[src/bcs_defines.svh]
/*
 * Shared constants for the burst configuration and sequencer link.
 * Assumes it is included by its bare name wherever a constant is needed.
 */
`ifndef BCS_DEFINES_SVH
`define BCS_DEFINES_SVH
`define BCS_CFG_ADDR      8'h01
`define BCS_CFG_RESET     8'h22
`define BCS_BL_LSB        0
`define BCS_BL_MSB        2
`define BCS_BT_BIT        3
`define BCS_WC_BIT        4
`define BCS_WR_LSB        5
`define BCS_WR_MSB        7
`define BCS_BL4           3'h2
`define BCS_BL8           3'h3
`define BCS_BL16          3'h4
`define BCS_WR_MIN_CODE   3'h1
`define BCS_WR_MAX_CODE   3'h6
`define BCS_WR_OFFSET     4'h2
`define BCS_REG_CTRL      32'h0000_0000
`define BCS_REG_CONFIG    32'h0000_0004
`define BCS_REG_STATUS    32'h0000_0008
`define BCS_REG_LASTCOL   32'h0000_000C
`define BCS_REG_TWR       32'h0000_0010
`define BCS_CLK_PERIOD_NS 16'h0032
`define BCS_CMD_MRW       2'h1
`define BCS_CMD_READ      2'h2
`define BCS_CMD_WRITE     2'h3
`define BCS_FULL_X8       12'h3FE
`define BCS_FULL_X16      12'h1FE
`define BCS_FULL_X32      12'h0FE
`define BCS_SUB_A         12'h0FE
`define BCS_SUB_B         12'h1FE
`define BCS_SUB_C         12'h2FE
`define BCS_ORG_X8        2'h1
`define BCS_ORG_X16       2'h2
`define BCS_ORG_X32       2'h0
`endif

[src/bcs_pkg.sv]
/*
 * Types shared by both ends of the burst configuration link.
 * Assumes bcs_defines.svh supplies the numeric constants.
 */
package bcs_pkg;
	typedef enum logic [1:0] {
		BCS_CMD_NONE_E  = 2'h0,
		BCS_CMD_MRW_E   = 2'h1,
		BCS_CMD_READ_E  = 2'h2,
		BCS_CMD_WRITE_E = 2'h3
	} bcs_cmd_type;
	typedef enum logic [1:0] {
		BCS_DS_IDLE  = 2'h0,
		BCS_DS_BURST = 2'h1,
		BCS_DS_REC   = 2'h3
	} bcs_dev_state_type;
	typedef enum logic [1:0] {
		BCS_HS_IDLE = 2'h0,
		BCS_HS_ISSUE = 2'h1,
		BCS_HS_WAIT = 2'h3
	} bcs_host_state_type;
endpackage : bcs_pkg

[src/bcs_link_if.sv]
/*
 * Command link between controller and device end.
 * Assumes both ends share aclk; the bench joins the two modports.
 */
`timescale 1ns/1ps
interface bcs_link_if;
	logic                   cmd_valid;
	bcs_pkg::bcs_cmd_type   cmd;
	logic [7:0]             mr_addr;
	logic [7:0]             mr_data;
	logic [11:0]            column;
	logic                   auto_precharge;
	logic                   busy;
	logic                   beat_valid;
	logic [11:0]            beat_column;
	logic                   precharge_start;
	modport device (input cmd_valid, input cmd, input mr_addr,
		input mr_data, input column, input auto_precharge,
		output busy, output beat_valid, output beat_column,
		output precharge_start);
	modport host (output cmd_valid, output cmd, output mr_addr,
		output mr_data, output column, output auto_precharge,
		input busy, input beat_valid, input beat_column,
		input precharge_start);
endinterface : bcs_link_if

[src/bcs_host.sv]
/*
 * Controller end: AXI4-Lite register slave that issues link commands.
 * Assumes software follows the AXI4-Lite handshake on aclk.
 */
`timescale 1ns/1ps
`include "bcs_defines.svh"
module bcs_host #(
	parameter logic [1:0] ORG = `BCS_ORG_X16
) (
	input  wire logic        aclk,
	input  wire logic        aresetn,
	input  wire logic [31:0] awaddr,
	input  wire logic        awvalid,
	output logic             awready,
	input  wire logic [31:0] wdata,
	input  wire logic [3:0]  wstrb,
	input  wire logic        wvalid,
	output logic             wready,
	output logic      [1:0]  bresp,
	output logic             bvalid,
	input  wire logic        bready,
	input  wire logic [31:0] araddr,
	input  wire logic        arvalid,
	output logic             arready,
	output logic      [31:0] rdata,
	output logic      [1:0]  rresp,
	output logic             rvalid,
	input  wire logic        rready,
	bcs_link_if.host         link
);
	typedef struct packed {
		bcs_pkg::bcs_host_state_type st;
		logic        aw_got;
		logic        w_got;
		logic [31:0] awa;
		logic [31:0] wd;
		logic        bv;
		logic [1:0]  br;
		logic        rv;
		logic [31:0] rd;
		logic [1:0]  rr;
		logic [7:0]  cfg;
		logic [15:0] twr_ns;
		logic [13:0] cmd_word;
		logic        refused;
		logic [11:0] last_col;
		logic        cvalid;
	} bcs_host_s_type;
	bcs_host_s_type s_q;
	bcs_host_s_type s_d;
	logic [15:0] wr_cycles;
	logic [2:0]  wr_code;
	logic [2:0]  bl;
	logic        bad_mode;
	logic        bad_col;
	logic [11:0] ccol;
	always_comb begin
		wr_cycles = (s_q.twr_ns + `BCS_CLK_PERIOD_NS - 16'h0001)
			/ `BCS_CLK_PERIOD_NS;
		if (wr_cycles < 16'h0003) wr_code = `BCS_WR_MIN_CODE;
		else if (wr_cycles > 16'h0008) wr_code = `BCS_WR_MAX_CODE;
		else wr_code = 3'(wr_cycles - 16'h0002);
		bl = s_q.cfg[`BCS_BL_MSB:`BCS_BL_LSB];
		bad_mode = (bl != `BCS_BL4 && bl != `BCS_BL8 && bl != `BCS_BL16)
			|| (bl == `BCS_BL16 && s_q.cfg[`BCS_BT_BIT])
			|| (bl != `BCS_BL4 && s_q.cfg[`BCS_WC_BIT]);
		ccol = {s_q.cmd_word[11:1], 1'b0};
		case (ORG)
		`BCS_ORG_X8:  bad_col = ccol == `BCS_FULL_X8 ||
			ccol == `BCS_SUB_A || ccol == `BCS_SUB_B ||
			ccol == `BCS_SUB_C;
		`BCS_ORG_X16: bad_col = ccol == `BCS_FULL_X16 ||
			ccol == `BCS_SUB_A;
		default:      bad_col = ccol == `BCS_FULL_X32;
		endcase
		bad_col = bad_col && s_q.cfg[`BCS_WC_BIT];
	end
	always_comb begin
		s_d = s_q;
		s_d.cvalid = 1'b0;
		if (awvalid && !s_q.aw_got && !s_q.bv) begin
			s_d.aw_got = 1'b1;
			s_d.awa = awaddr;
		end
		if (wvalid && !s_q.w_got && !s_q.bv) begin
			s_d.w_got = 1'b1;
			s_d.wd = wdata;
		end
		if (s_q.bv && bready) s_d.bv = 1'b0;
		if (s_q.rv && rready) s_d.rv = 1'b0;
		if (s_q.aw_got && s_q.w_got && s_q.st == bcs_pkg::BCS_HS_IDLE) begin
			s_d.aw_got = 1'b0;
			s_d.w_got = 1'b0;
			s_d.bv = 1'b1;
			s_d.br = 2'h0;
			case (s_q.awa)
			`BCS_REG_CTRL: begin
				s_d.cmd_word = s_q.wd[13:0];
				s_d.st = bcs_pkg::BCS_HS_ISSUE;
			end
			`BCS_REG_CONFIG: begin
				s_d.cfg = s_q.wd[7:0];
				s_d.cmd_word = {`BCS_CMD_MRW, 12'h000};
				s_d.st = bcs_pkg::BCS_HS_ISSUE;
			end
			`BCS_REG_STATUS: if (s_q.wd[1]) s_d.refused = 1'b0;
			`BCS_REG_TWR:    s_d.twr_ns = s_q.wd[15:0];
			default:         s_d.br = 2'h2;
			endcase
		end
		if (arvalid && !s_q.rv) begin
			s_d.rv = 1'b1;
			s_d.rr = 2'h0;
			case (araddr)
			`BCS_REG_CONFIG:  s_d.rd = {24'h0, s_q.cfg};
			`BCS_REG_STATUS:  s_d.rd = {30'h0, s_q.refused,
				link.busy || s_q.st != bcs_pkg::BCS_HS_IDLE};
			`BCS_REG_LASTCOL: s_d.rd = {20'h0, s_q.last_col};
			`BCS_REG_TWR:     s_d.rd = {16'h0, s_q.twr_ns};
			default: begin
				s_d.rd = 32'h0000_0000;
				s_d.rr = 2'h2;
			end
			endcase
		end
		case (s_q.st)
		bcs_pkg::BCS_HS_IDLE: ;
		bcs_pkg::BCS_HS_ISSUE: if (!link.busy) begin
			// An illegal mode is refused before it reaches the device.
			if (bad_mode || (s_q.cmd_word[13:12] != `BCS_CMD_MRW &&
				bad_col)) begin
				s_d.refused = 1'b1;
				s_d.st = bcs_pkg::BCS_HS_IDLE;
			end else begin
				s_d.cvalid = 1'b1;
				s_d.st = bcs_pkg::BCS_HS_WAIT;
			end
		end
		bcs_pkg::BCS_HS_WAIT: if (!s_q.cvalid && !link.busy)
			s_d.st = bcs_pkg::BCS_HS_IDLE;
		default: s_d.st = bcs_pkg::BCS_HS_IDLE;
		endcase
		if (link.beat_valid) s_d.last_col = link.beat_column;
	end
	always_ff @(posedge aclk) begin
		if (!aresetn) begin
			s_q <= '0;
			s_q.cfg <= `BCS_CFG_RESET;
		end else begin
			s_q <= s_d;
		end
	end
	assign awready = !s_q.aw_got && !s_q.bv;
	assign wready = !s_q.w_got && !s_q.bv;
	assign bvalid = s_q.bv;
	assign bresp = s_q.br;
	assign arready = !s_q.rv;
	assign rvalid = s_q.rv;
	assign rdata = s_q.rd;
	assign rresp = s_q.rr;
	assign link.cmd_valid = s_q.cvalid;
	assign link.cmd = bcs_pkg::bcs_cmd_type'(s_q.cmd_word[13:12]);
	assign link.mr_addr = `BCS_CFG_ADDR;
	assign link.mr_data = {wr_code, s_q.cfg[4:0]};
	assign link.column = s_q.cmd_word[11:0];
	assign link.auto_precharge = s_q.wd[14];
endmodule : bcs_host

[src/flat_wrapper.sv]
// flat-port wrapper written by rule: the top's interface ports become plain ports
module bcs_host_flat 
#(
	parameter logic [1:0] ORG = `BCS_ORG_X16
)
  (aclk, aresetn, awaddr, awvalid, awready, wdata, wstrb, wvalid, wready, bresp, bvalid, bready, araddr, arvalid, arready, rdata, rresp, rvalid, rready, link_cmd_valid, link_cmd, link_mr_addr, link_mr_data, link_column, link_auto_precharge, link_busy, link_beat_valid, link_beat_column, link_precharge_start);
  bcs_link_if link_i ();
  input  wire logic aclk;
  input  wire logic aresetn;
  input  wire logic [31:0] awaddr;
  input  wire logic awvalid;
  output logic awready;
  input  wire logic [31:0] wdata;
  input  wire logic [3:0] wstrb;
  input  wire logic wvalid;
  output logic wready;
  output logic      [1:0] bresp;
  output logic bvalid;
  input  wire logic bready;
  input  wire logic [31:0] araddr;
  input  wire logic arvalid;
  output logic arready;
  output logic      [31:0] rdata;
  output logic      [1:0] rresp;
  output logic rvalid;
  input  wire logic rready;
  output wire logic [$bits(link_i.cmd_valid)-1:0] link_cmd_valid;
  output wire logic [$bits(link_i.cmd)-1:0] link_cmd;
  output wire logic [$bits(link_i.mr_addr)-1:0] link_mr_addr;
  output wire logic [$bits(link_i.mr_data)-1:0] link_mr_data;
  output wire logic [$bits(link_i.column)-1:0] link_column;
  output wire logic [$bits(link_i.auto_precharge)-1:0] link_auto_precharge;
  input wire logic [$bits(link_i.busy)-1:0] link_busy;
  input wire logic [$bits(link_i.beat_valid)-1:0] link_beat_valid;
  input wire logic [$bits(link_i.beat_column)-1:0] link_beat_column;
  input wire logic [$bits(link_i.precharge_start)-1:0] link_precharge_start;
  assign link_cmd_valid = link_i.cmd_valid;
  assign link_cmd = link_i.cmd;
  assign link_mr_addr = link_i.mr_addr;
  assign link_mr_data = link_i.mr_data;
  assign link_column = link_i.column;
  assign link_auto_precharge = link_i.auto_precharge;
  assign link_i.busy = link_busy;
  assign link_i.beat_valid = link_beat_valid;
  assign link_i.beat_column = link_beat_column;
  assign link_i.precharge_start = link_precharge_start;
  bcs_host #(.ORG(ORG)) u_core (.aclk(aclk), .aresetn(aresetn), .awaddr(awaddr), .awvalid(awvalid), .awready(awready), .wdata(wdata), .wstrb(wstrb), .wvalid(wvalid), .wready(wready), .bresp(bresp), .bvalid(bvalid), .bready(bready), .araddr(araddr), .arvalid(arvalid), .arready(arready), .rdata(rdata), .rresp(rresp), .rvalid(rvalid), .rready(rready), .link(link_i));
endmodule
[config.mk]
export PLATFORM = sky130hd
export DESIGN_NAME = bcs_host_flat
export DESIGN_NICKNAME = d
export VERILOG_FILES = /design/src/bcs_pkg.sv /design/src/bcs_link_if.sv /design/src/bcs_host.sv /design/src/flat_wrapper.sv
export VERILOG_INCLUDE_DIRS = /design/src
export SDC_FILE = /design/constraint.sdc
export NUM_CORES = 1
export LEC_CHECK = 0
export ABC_AREA = 1
export BUFFER_PORTS_ARGS = -buffer_cell sky130_fd_sc_hd__buf_2
export CAP_MARGIN = 20
export CORE_MARGIN = 5
export CORE_UTILIZATION = 35
export CTS_CLUSTER_DIAMETER = 100
export CTS_CLUSTER_SIZE = 8
export DETAILED_ROUTE_END_ITERATION = 8
export GPL_TIMING_DRIVEN = 0
export HOLD_SLACK_MARGIN = 0.03
export SLEW_MARGIN = 15
export SYNTH_ARGS = -nofsm -noshare
export SYNTH_HDL_FRONTEND = slang
export SYNTH_SLANG_ARGS = --single-unit
[constraint.sdc]
create_clock -name aclk -period 7 [get_ports aclk]
set_clock_uncertainty 0.1 [all_clocks]
set_input_delay 2.1 -clock aclk [delete_from_list [all_inputs] [get_ports aclk]]
set_output_delay 2.1 -clock aclk [all_outputs]
set_load 0.02 [all_outputs]
== Yosys cells after proc, flatten, opt, wreduce, memory -nomap -nowiden ==
Cells that the tools add are included.

* Multiplexer cells: 25
* Multiply operators: 0
* Divide/modulo/power cells: 1
* Bitwise logic cells: 2
* Magnitude comparators: 2
* Shift-type cells: 0
* Reduce and logical (&&, ||, !) cells: 43
* Equal/unequal tests: 16
* Add/subtract/negate cells: 3

{| class="wikitable"
|+ Operators by type and width
! cell !! count
|-
| == test 32 x 4 -> 1 bit, second input constant || 3
|-
| == test 32 x 3 -> 1 bit, second input constant || 2
|-
| == test 32 x 5 -> 1 bit, second input constant || 2
|-
| one-hot mux 16 bit (4 select lines) || 1
|-
| 2-to-1 mux 35 bit || 1
|-
| logical NOT 32 bit || 1
|-
| one-hot mux 14 bit (2 select lines) || 1
|-
| logical AND 1 bit || 18
|-
| adder 16 x 6 -> 16 bit, second input constant || 1
|-
| divider 16 x 6 -> 16 bit, second input constant || 1
|-
| > comparator 16 x 4 -> 1 bit, second input constant || 1
|-
| less-than comparator 16 x 2 -> 1 bit, second input constant || 1
|-
| subtractor 16 x 1 -> 16 bit, second input constant || 1
|-
| 2-to-1 mux 2 bit || 6
|-
| == test 11 x 7 -> 1 bit, second input constant || 1
|-
| == test 11 x 8 -> 1 bit, second input constant || 1
|-
| 2-to-1 mux 1 bit || 11
|-
| 2-to-1 mux 3 bit || 3
|-
| nonzero test 2 bit || 4
|-
| OR reduction 4 bit || 2
|-
| logical NOT 1 bit || 6
|-
| inequality test 3 x 2 -> 1 bit, second input constant || 2
|-
| one-hot mux 2 bit (3 select lines) || 1
|-
| AND reduction 2 bit || 3
|-
| other kinds (12) || 18
|}

* Logic and storage cells: 108
* ROM bits: 0
* Memories kept: 0
* Memory bits (writable): 0
* Bits in registers: 142
* Latch bits: 0

== Depth between registers and ports, before layout ==
Gate-level depths: netlist of run 1.

* Depth in word-level cells: 9
* Mapped depth: 62
* Mapped depth without buffers: 61

== Worst setup path before layout of run 1 ==
No wires, ideal clock.

* Kind: register to output
* From: reg u_core.s_q[28] (netlist name)
* To: out link_mr_data[7]
* Setup slack: -0.293 ns
* Arrival: 5.093 ns
* Stages on the path, launching flop included: 50
* Data required time: 4.800 ns
* Cells stage by stage: dfxtp_1 ha_1 nand3_2 nand2_2 nand3_2 nand2_1 nand2_2 nor2_2 nand2_2 nand3_1 inv_2 nand2_2 nand2_4 nand2_4 nand4_2 nand3_4 nand2_4 nand2_1 [... 14 more ...] nand2_2 nand2_4 nand2_1 nand2_2 nor2_4 nand2_4 nand2_4 nand2_2 nand4_2 nand2_4 nand2_4 nand2_1 nand2_1 nor2_2 nand2_2 nand2_2 inv_1 o211ai_1

* Cells in the longest elaborated chain, start to end: 6

{| class="wikitable"
|+ RTL lines
! item !! RTL line !! RTL
|-
| start, declared || bcs_host.sv:49 || <nowiki>bcs_host_s_type s_q;</nowiki>
|-
| adder 16 x 6 -> 16 bit (no source line) (*) || - ||
|-
| subtractor 16 x 1 -> 16 bit (*) || bcs_host.sv:58 || <nowiki>wr_cycles = (s_q.twr_ns + `BCS_CLK_PERIOD_NS - 16'h0001)</nowiki>
|-
| divider 16 x 6 -> 16 bit (no source line) (*) || - ||
|-
| > comparator 16 x 4 -> 1 bit / subtractor 3 x 2 -> 3 bit (equally long branches) || bcs_host.sv:61, bcs_host.sv:62 ||
|-
| 2-to-1 mux 3 bit || bcs_host.sv:61 || <nowiki>else if (wr_cycles > 16'h0008) wr_code = `BCS_WR_MAX_CODE;</nowiki>
|-
| 2-to-1 mux 3 bit (*) || bcs_host.sv:60 || <nowiki>if (wr_cycles < 16'h0003) wr_code = `BCS_WR_MIN_CODE;</nowiki>
|-
| end, declared || flat_wrapper.sv:30 || <nowiki>output wire logic [$bits(link_i.mr_data)-1:0] link_mr_data;</nowiki>
|}

Mark *: on every way between the ends. The rest lies on a longest branch, timed or not.

== Final worst setup path of run 1 ==
* From: reg u_core.s_q[29] (netlist name)
* To: out link_mr_data[7]

Same word-level chain as after synthesis.

==> metrics.txt, run 1 <==
DP HPWL=16450 um; Die W=154.0 um; Max IR drop VDD=0.0001552 V; worst setup margin=-1.281 ns; Post-synth EDFFs=0; leakage dissipation=4.925 nW; CTS tree=yes; GRT overflow=0; first-pass GRT wire length=34470 um; Wirelength per Cell=13.85 um; PD cells=178.9 nW/um^2; WS Path Type=flip-flop to primary output; failing checks=setup timing; most frequent cells after synthesis=nand2_1, inv_1, dfxtp_1, nor2_1, o21ai_0; slowest stage cell on the critical path=dfxtp_4; CORE AREA=20300 sq um; drt total wl=22080 um; Port Buffer Count=146; # DRC=0; Via density=4.754; CP Data Required Time=4.80 ns; initial DRC count=387; Global Route Usage Sum=17.42%; Flop pwr share=41.8%; Min Clock Period, post-route=8.281 ns; sequential area share after synthesis=34.20%; top-count cell post-synth=nand2_1; delay-heaviest family, CP=simple AND/OR/NAND/NOR gates; Nets=1434; Critical Path Max Stage Delay=0.38 ns; Final Hold Violating Endpoints=0; setup violators final=3; most common flop cell mapped by yosys=dfxtp_1; Area Growth Syn to Fin=39.44%; Detailed Routing Iterations Pass 1=5; Starting Density=35.76%; Worst Path Max Fanout=8; warnings from Yosys=0; Post-CTS Hold Buffers=0; status=finished with violations; TritonCTS Sinks=124; Rows=52; cts bufs inserted=17; leading area contributor after synthesis=dfxtp_1; most area-consuming cells after synthesis=dfxtp_1, nand2_1, o21ai_0; number of synthesized register bits=124; I/O Pins=195; layout cells sized above 1=35.78%; # fillers=2045; Max Fclk=0.1208 GHz; Async SR Flop Fraction=0%; post-synthesis instance area=7258 sq um; CP startpoint kind=flip-flop; synthesized area per cell=6.758 sq um; combinational share of power=10.3%; max-slew violations=0; antenna violations before repair=7; Net Sw Power=0.0004530 W; RSZ-0062 raised after global routing=yes; Hold Crit Class=flip-flop to flip-flop; Post-Route Setup TNS=-3.813 ns; Synth top area share=34.20%; CTS clock-pin slew for the worst setup and hold paths=0.06 ns; Max Root-Sink Buffers=2; sw frac=25.02%; die area=23720 sq um; Post-Synthesis Cells=1074; root buf cell=clkbuf_16; largest net degree at the start of global routing=17; clock network power share=47.9%; htree depth=4; Die H=154.0 um; vias in the first global route=7167; Crit. End Element=primary output; Worst-Margin Slew=0.7701 ns; hold_ws=0.3499 ns; Buf+Inv Stages, Crit Path=12; period utilisation layout=118.3%; Power Internal=0.001358 W; gpl congestion=0.8427; max-cap violation count=0; most frequent CP cell=nand2_4; Worst-Skew Late Latency=0.41 ns; Post-DRT Antenna Nets=0; Power Total=0.001811 W; via count=7578; Worst Path Arrival=6.08 ns; Distinct cells, synth=41; max_slew headroom=48.29%
-- flip-flops by register name, indices dropped and copies added (netlist names), 2 cells and up --
register and cells:
u_core.rdata 16, u_core.link.column 12, u_core.s_q 83, u_core.link.mr_data 5, u_core.link.cmd 2
-- timing repair --
action	in CTS	in global routing
pin swaps	47	46
setup endpoints to repair	3	3
resized for setup	83	80
buffers inserted	37	10
-- worst reg2reg max path: cells and delay by family (launching register included) --
kind / cells / cell delay (ns)
buf+inv: 4 / 0.78
compound gates: 2 / 0.32
simple gates: 4 / 1.60
flops: 1 / 0.31
-- power groups by stage --
stage	logic [W]	clock network [W]	registers, W
floorplan	0.000120	0	0.000771
global placement	0.000184	0	0.000775
detailed placement	0.000186	0	0.000776
CTS	0.000187	0.000874	0.000759
global route	0.000211	0.000906	0.000761
finish	0.000187	0.000866	0.000757
-- routing by layer --
layer / vias to the layer above / GRT usage [%] / wire length (um)
met5: - / 0 / 70
met4: 12 / 3.995 / 361
met3: 44 / 5.340 / 1282
met2: 180 / 30.14 / 10980
met1: 3411 / 21.23 / 9389
li1: 3931 / - / -
-- placed cells by master (no fill, tap or decap), types with 4 or more instances in the layout --
master | netlist | routed
buf_6 | 0 | 5
nor2_1 | 109 | 103
dfxtp_1 | 124 | 110
nor2_2 | 4 | 4
nand2_8 | 0 | 8
a21oi_1 | 79 | 77
nand3_2 | 6 | 23
clkbuf_16 | 0 | 17
conb_1 | 2 | 26
nand2_1 | 181 | 141
a31oi_1 | 4 | 4
nand4_4 | 0 | 7
buf_4 | 64 | 109
o22ai_1 | 5 | 5
nand4_1 | 20 | 20
nand3_1 | 56 | 34
clkinv_2 | 0 | 4
o21ai_1 | 7 | 9
inv_1 | 130 | 120
dfxtp_4 | 0 | 11
nand2_4 | 13 | 43
or4_1 | 5 | 5
nor3_1 | 9 | 9
nor4_1 | 17 | 17
nor2_4 | 5 | 11
o21ai_0 | 109 | 102
xor2_1 | 6 | 5
clkbuf_1 | 35 | 35
a211oi_1 | 7 | 7
nand2_2 | 31 | 33
o221ai_1 | 6 | 6
nand3_4 | 1 | 6
buf_2 | 0 | 143
clkinvlp_4 | 0 | 4
inv_2 | 11 | 21
-- area by class of cell --
class	count	area [sq um]	share of cell area [%]
Tap cell	270	337.8	3.338
Sequential cell	124	2527	24.97
Clock inverter	11	118.9	1.174
Clock buffer	20	466.7	4.611
Multi-Input combinational cell	734	4414	43.61
Inverter	141	529.3	5.229
Antenna cell	2	5.005	0.04945
Timing Repair Buffer	193	1106	10.93
Buffer	99	615.6	6.082
-- worst paths after layout --
kind                   start                    end  slack, ns  depth (start not counted)
max           u_core.s_q[29]        link_mr_data[7]      -1.28                         53
min            u_core.s_q[1]          u_core.s_q[1]       0.35                          2
max reg2reg  u_core.s_q[138]  u_core.link.column[6]       3.76                         10
min reg2reg    u_core.s_q[1]          u_core.s_q[1]       0.35                          2
-- stage by stage --
stage	utilization [%]	cell area, sq um	worst slack (ns)	instances
final	49.86	10120	-1.281	1594
after global placement	42.14	8554	-0.8127	1514
after CTS	47.87	9718	-1.091	1582
after detailed placement	42.14	8554	-0.9057	1514
after floorplan	-	7486	-0.08359	1098
after global routing	49.85	10120	-1.682	1593
-- cells by family after synthesis --
logic type | after synthesis | share of synthesized area (%)
other cells | 2 | 0.1035
compound gates | 225 | 16.55
fa+ha+maj | 2 | 0.3447
xor+xnor | 9 | 1.086
flops | 124 | 34.20
simple gates | 472 | 31.99
buf+inv | 240 | 15.72
Power figures use the tool's default switching activity.
==> run 2: changes to the inputs <==
--- a/config.mk
+++ b/config.mk
@@ -9,7 +9,6 @@
 export ABC_AREA = 1
 export BUFFER_PORTS_ARGS = -buffer_cell sky130_fd_sc_hd__buf_2
 export CAP_MARGIN = 20
-export CORE_MARGIN = 5
 export CORE_UTILIZATION = 35
 export CTS_CLUSTER_DIAMETER = 100
 export CTS_CLUSTER_SIZE = 8
==> metrics.txt, run 2 (synthesis results as in run 1) <==
status=finished with violations; failing checks=setup timing; CTS tree=yes; Worst Reg-to-Reg Cells=10 (unchanged); PD cells=184.9 nW/um^2 (+3.4%); slowest stage cell on the critical path=dfxtp_4; antenna violations before repair=6 (-1); sequential standard cell area=2520 sq um (-0.30%); max_slew headroom=44.46% (-3.8 points); initial DRC count=406 (+4.9%); Via density=4.723 (-0.65%); non-filler cells, final=1597 (+0.19%); Worst Hold Path EP=u_core.s_q[11]; hold_ws=0.3490 ns (-0.0009310 ns); Worst-Margin Slew=0.8272 ns (+0.05702 ns); DP Cell Count=1514 (unchanged); most frequent CP cell=nand2_4; Detailed Routing Iterations Pass 1=7 (+2); RSZ-0062 raised after global routing=yes; Critical Path Max Stage Delay=0.39 ns (about the same); Worst-Skew Late Latency=0.42 ns (about the same); Reg2Reg Setup Slack=3.72 ns (-0.04 ns); drt total wl=20930 um (-5.2%); Die W=146.0 um (-5.2%); max-cap violation count=0 (unchanged); Min Clock Period, post-route=8.142 ns (-0.1386 ns); Hold Path Depth=2 (unchanged); Area Growth Syn to Fin=37.36%; multi-input combinational cell area=4230 sq um (-4.2%); Rows=52 (unchanged); CP Data Required Time=4.80 ns (about the same); vias in the first global route=6954 (-3.0%); Worst Path Arrival=5.94 ns (-0.14 ns); Final Hold Violating Endpoints=0 (unchanged); die area=21320 sq um (-10%); # fillers=2058 (+0.64%); Crit. End Element=primary output; Starting Density=35.76% (unchanged); FF-to-FF Start=u_core.s_q[138]; Port Buffer Count=146 (unchanged); Max IR drop VDD=0.0001383 V (-11%); CP startpoint kind=flip-flop; Nets=1435 (+0.070%); crit path launch=u_core.s_q[28]; period utilisation layout=116.3% (-2.0 points); Global Route Usage Sum=19.34% (+1.9 points); largest net degree at the start of global routing=17 (unchanged); # DRC=0 (unchanged); Setup WS pre-CTS=-0.8621 ns (+0.04368 ns); final instance area=9970 sq um (-1.5%); leakage dissipation=4.840 nW (-1.7%); CTS clock-pin slew for the worst setup and hold paths=0.06 ns (about the same); cts bufs inserted=17 (unchanged); I/O Pins=195 (unchanged); root buf cell=clkbuf_16; Largest register FFs=83 (unchanged); fin util=49.11% (-0.75 points); Max Fclk=0.1228 GHz (+1.7%); GRT overflow=0 (unchanged); layout cells sized above 1=34.37% (-1.4 points); first-pass GRT wire length=33070 um (-4.1%); CORE AREA=20300 sq um (unchanged); Worst Path Max Fanout=8 (unchanged); commonest non-fill, non-tap cell in the layout=nand2_1; TritonCTS Sinks=124 (unchanged); Die H=146.0 um (-5.2%); via count=7543 (-0.46%); max-slew violations=0 (unchanged); Worst Min Path Start=u_core.s_q[11]; Wirelength per Cell=13.10 um (-5.4%); htree depth=4 (unchanged); WS Path Type=flip-flop to primary output; worst reg2reg endpoint=u_core.link.column[6]; Max Root-Sink Buffers=2 (unchanged); placed inst area=8554 sq um (unchanged); setup violators final=3 (unchanged); DP HPWL=15660 um (-4.8%); Post-DRT Antenna Nets=0 (unchanged); Hold Crit Class=flip-flop to flip-flop; gpl congestion=0.8360 (-0.80%); most frequent cells in the layout=nand2_1, buf_2, inv_1; worst setup margin=-1.142 ns (+0.1385 ns); Largest Register=u_core.s_q
[run 2: cell count changes in the layout (fill, tap and decap cells not counted), sizes merged]
cell / delta
buf: +1
diode: +1
clkinvlp: -2
clkbuf: -2
clkinv: +3
inv: +2
[run 2: layer usage]
layer  vias up  global-route usage [%]  part of all wire [%]
li1       3930                       -                     -
met1      3394                   22.94                    43
met4         6                   6.406                   1.9
met3        41                   5.893                   6.2
met5         -                       0                  0.16
met2       172                   33.13                    49
[run 2: worst max-delay path: cells and delay by family (launching register included)]
kind / cells / cell delay [ns]
AOI/OAI and AO/OA: 2 / 0.42
DFF: 1 / 0.39
buffers and inverters: 6 / 0.62
xor gates and xnor gates: 1 / 0.18
adders and majority gates: 1 / 0.16
and+or+nand+nor: 43 / 3.74
[run 2: final cells by class]
cell class                      instances  share of cell area, %
Antenna cell                            3                0.07530
Buffer                                 99                  6.175
Clock buffer                           18                  4.518
Clock inverter                         14                  1.632
Inverter                              141                  5.334
Multi-Input combinational cell        734                  42.43
Sequential cell                       124                  25.28
Tap cell                              270                  3.389
Timing Repair Buffer                  194                  11.17
[run 2: power breakdown]
| group | internal, W | switching [W] |
|---|---|---|
| Sequential | 0.000740 | 0.0000186 |
| Combinational | 0.0000713 | 0.000114 |
| Clock | 0.000551 | 0.000349 |
[run 2: how the worst max path moves through the flow]
stage,to,cells past startpoint
5_1_grt,link_mr_data[5],55
2_1_floorplan,link_mr_data[7],51
4_1_cts,link_mr_data[5],56
3_3_place_gp,link_mr_data[5],53
3_5_place_dp,link_mr_data[5],53
6_report,link_mr_data[5],53
[run 2: stage by stage]
stage / power (W) / TNS, ns
floorplan: 0.0008914 / -0.1465
global placement: 0.0009585 / -2.066
detailed placement: 0.0009613 / -2.302
CTS: 0.001855 / -2.879
global route: 0.001918 / -4.585
finish: 0.001844 / -3.183
[run 2: repair_timing]
| action | 4_1_cts | 5_1_grt |
|---|---|---|
| gates resized for setup | 68 | 51 |
| setup endpoints to repair | 3 | 3 |
| hold buffers | 0 | 0 |
| buffers inserted | 36 | 12 |
| pin swaps | 38 | 47 |
| cloned | 0 | 0 |
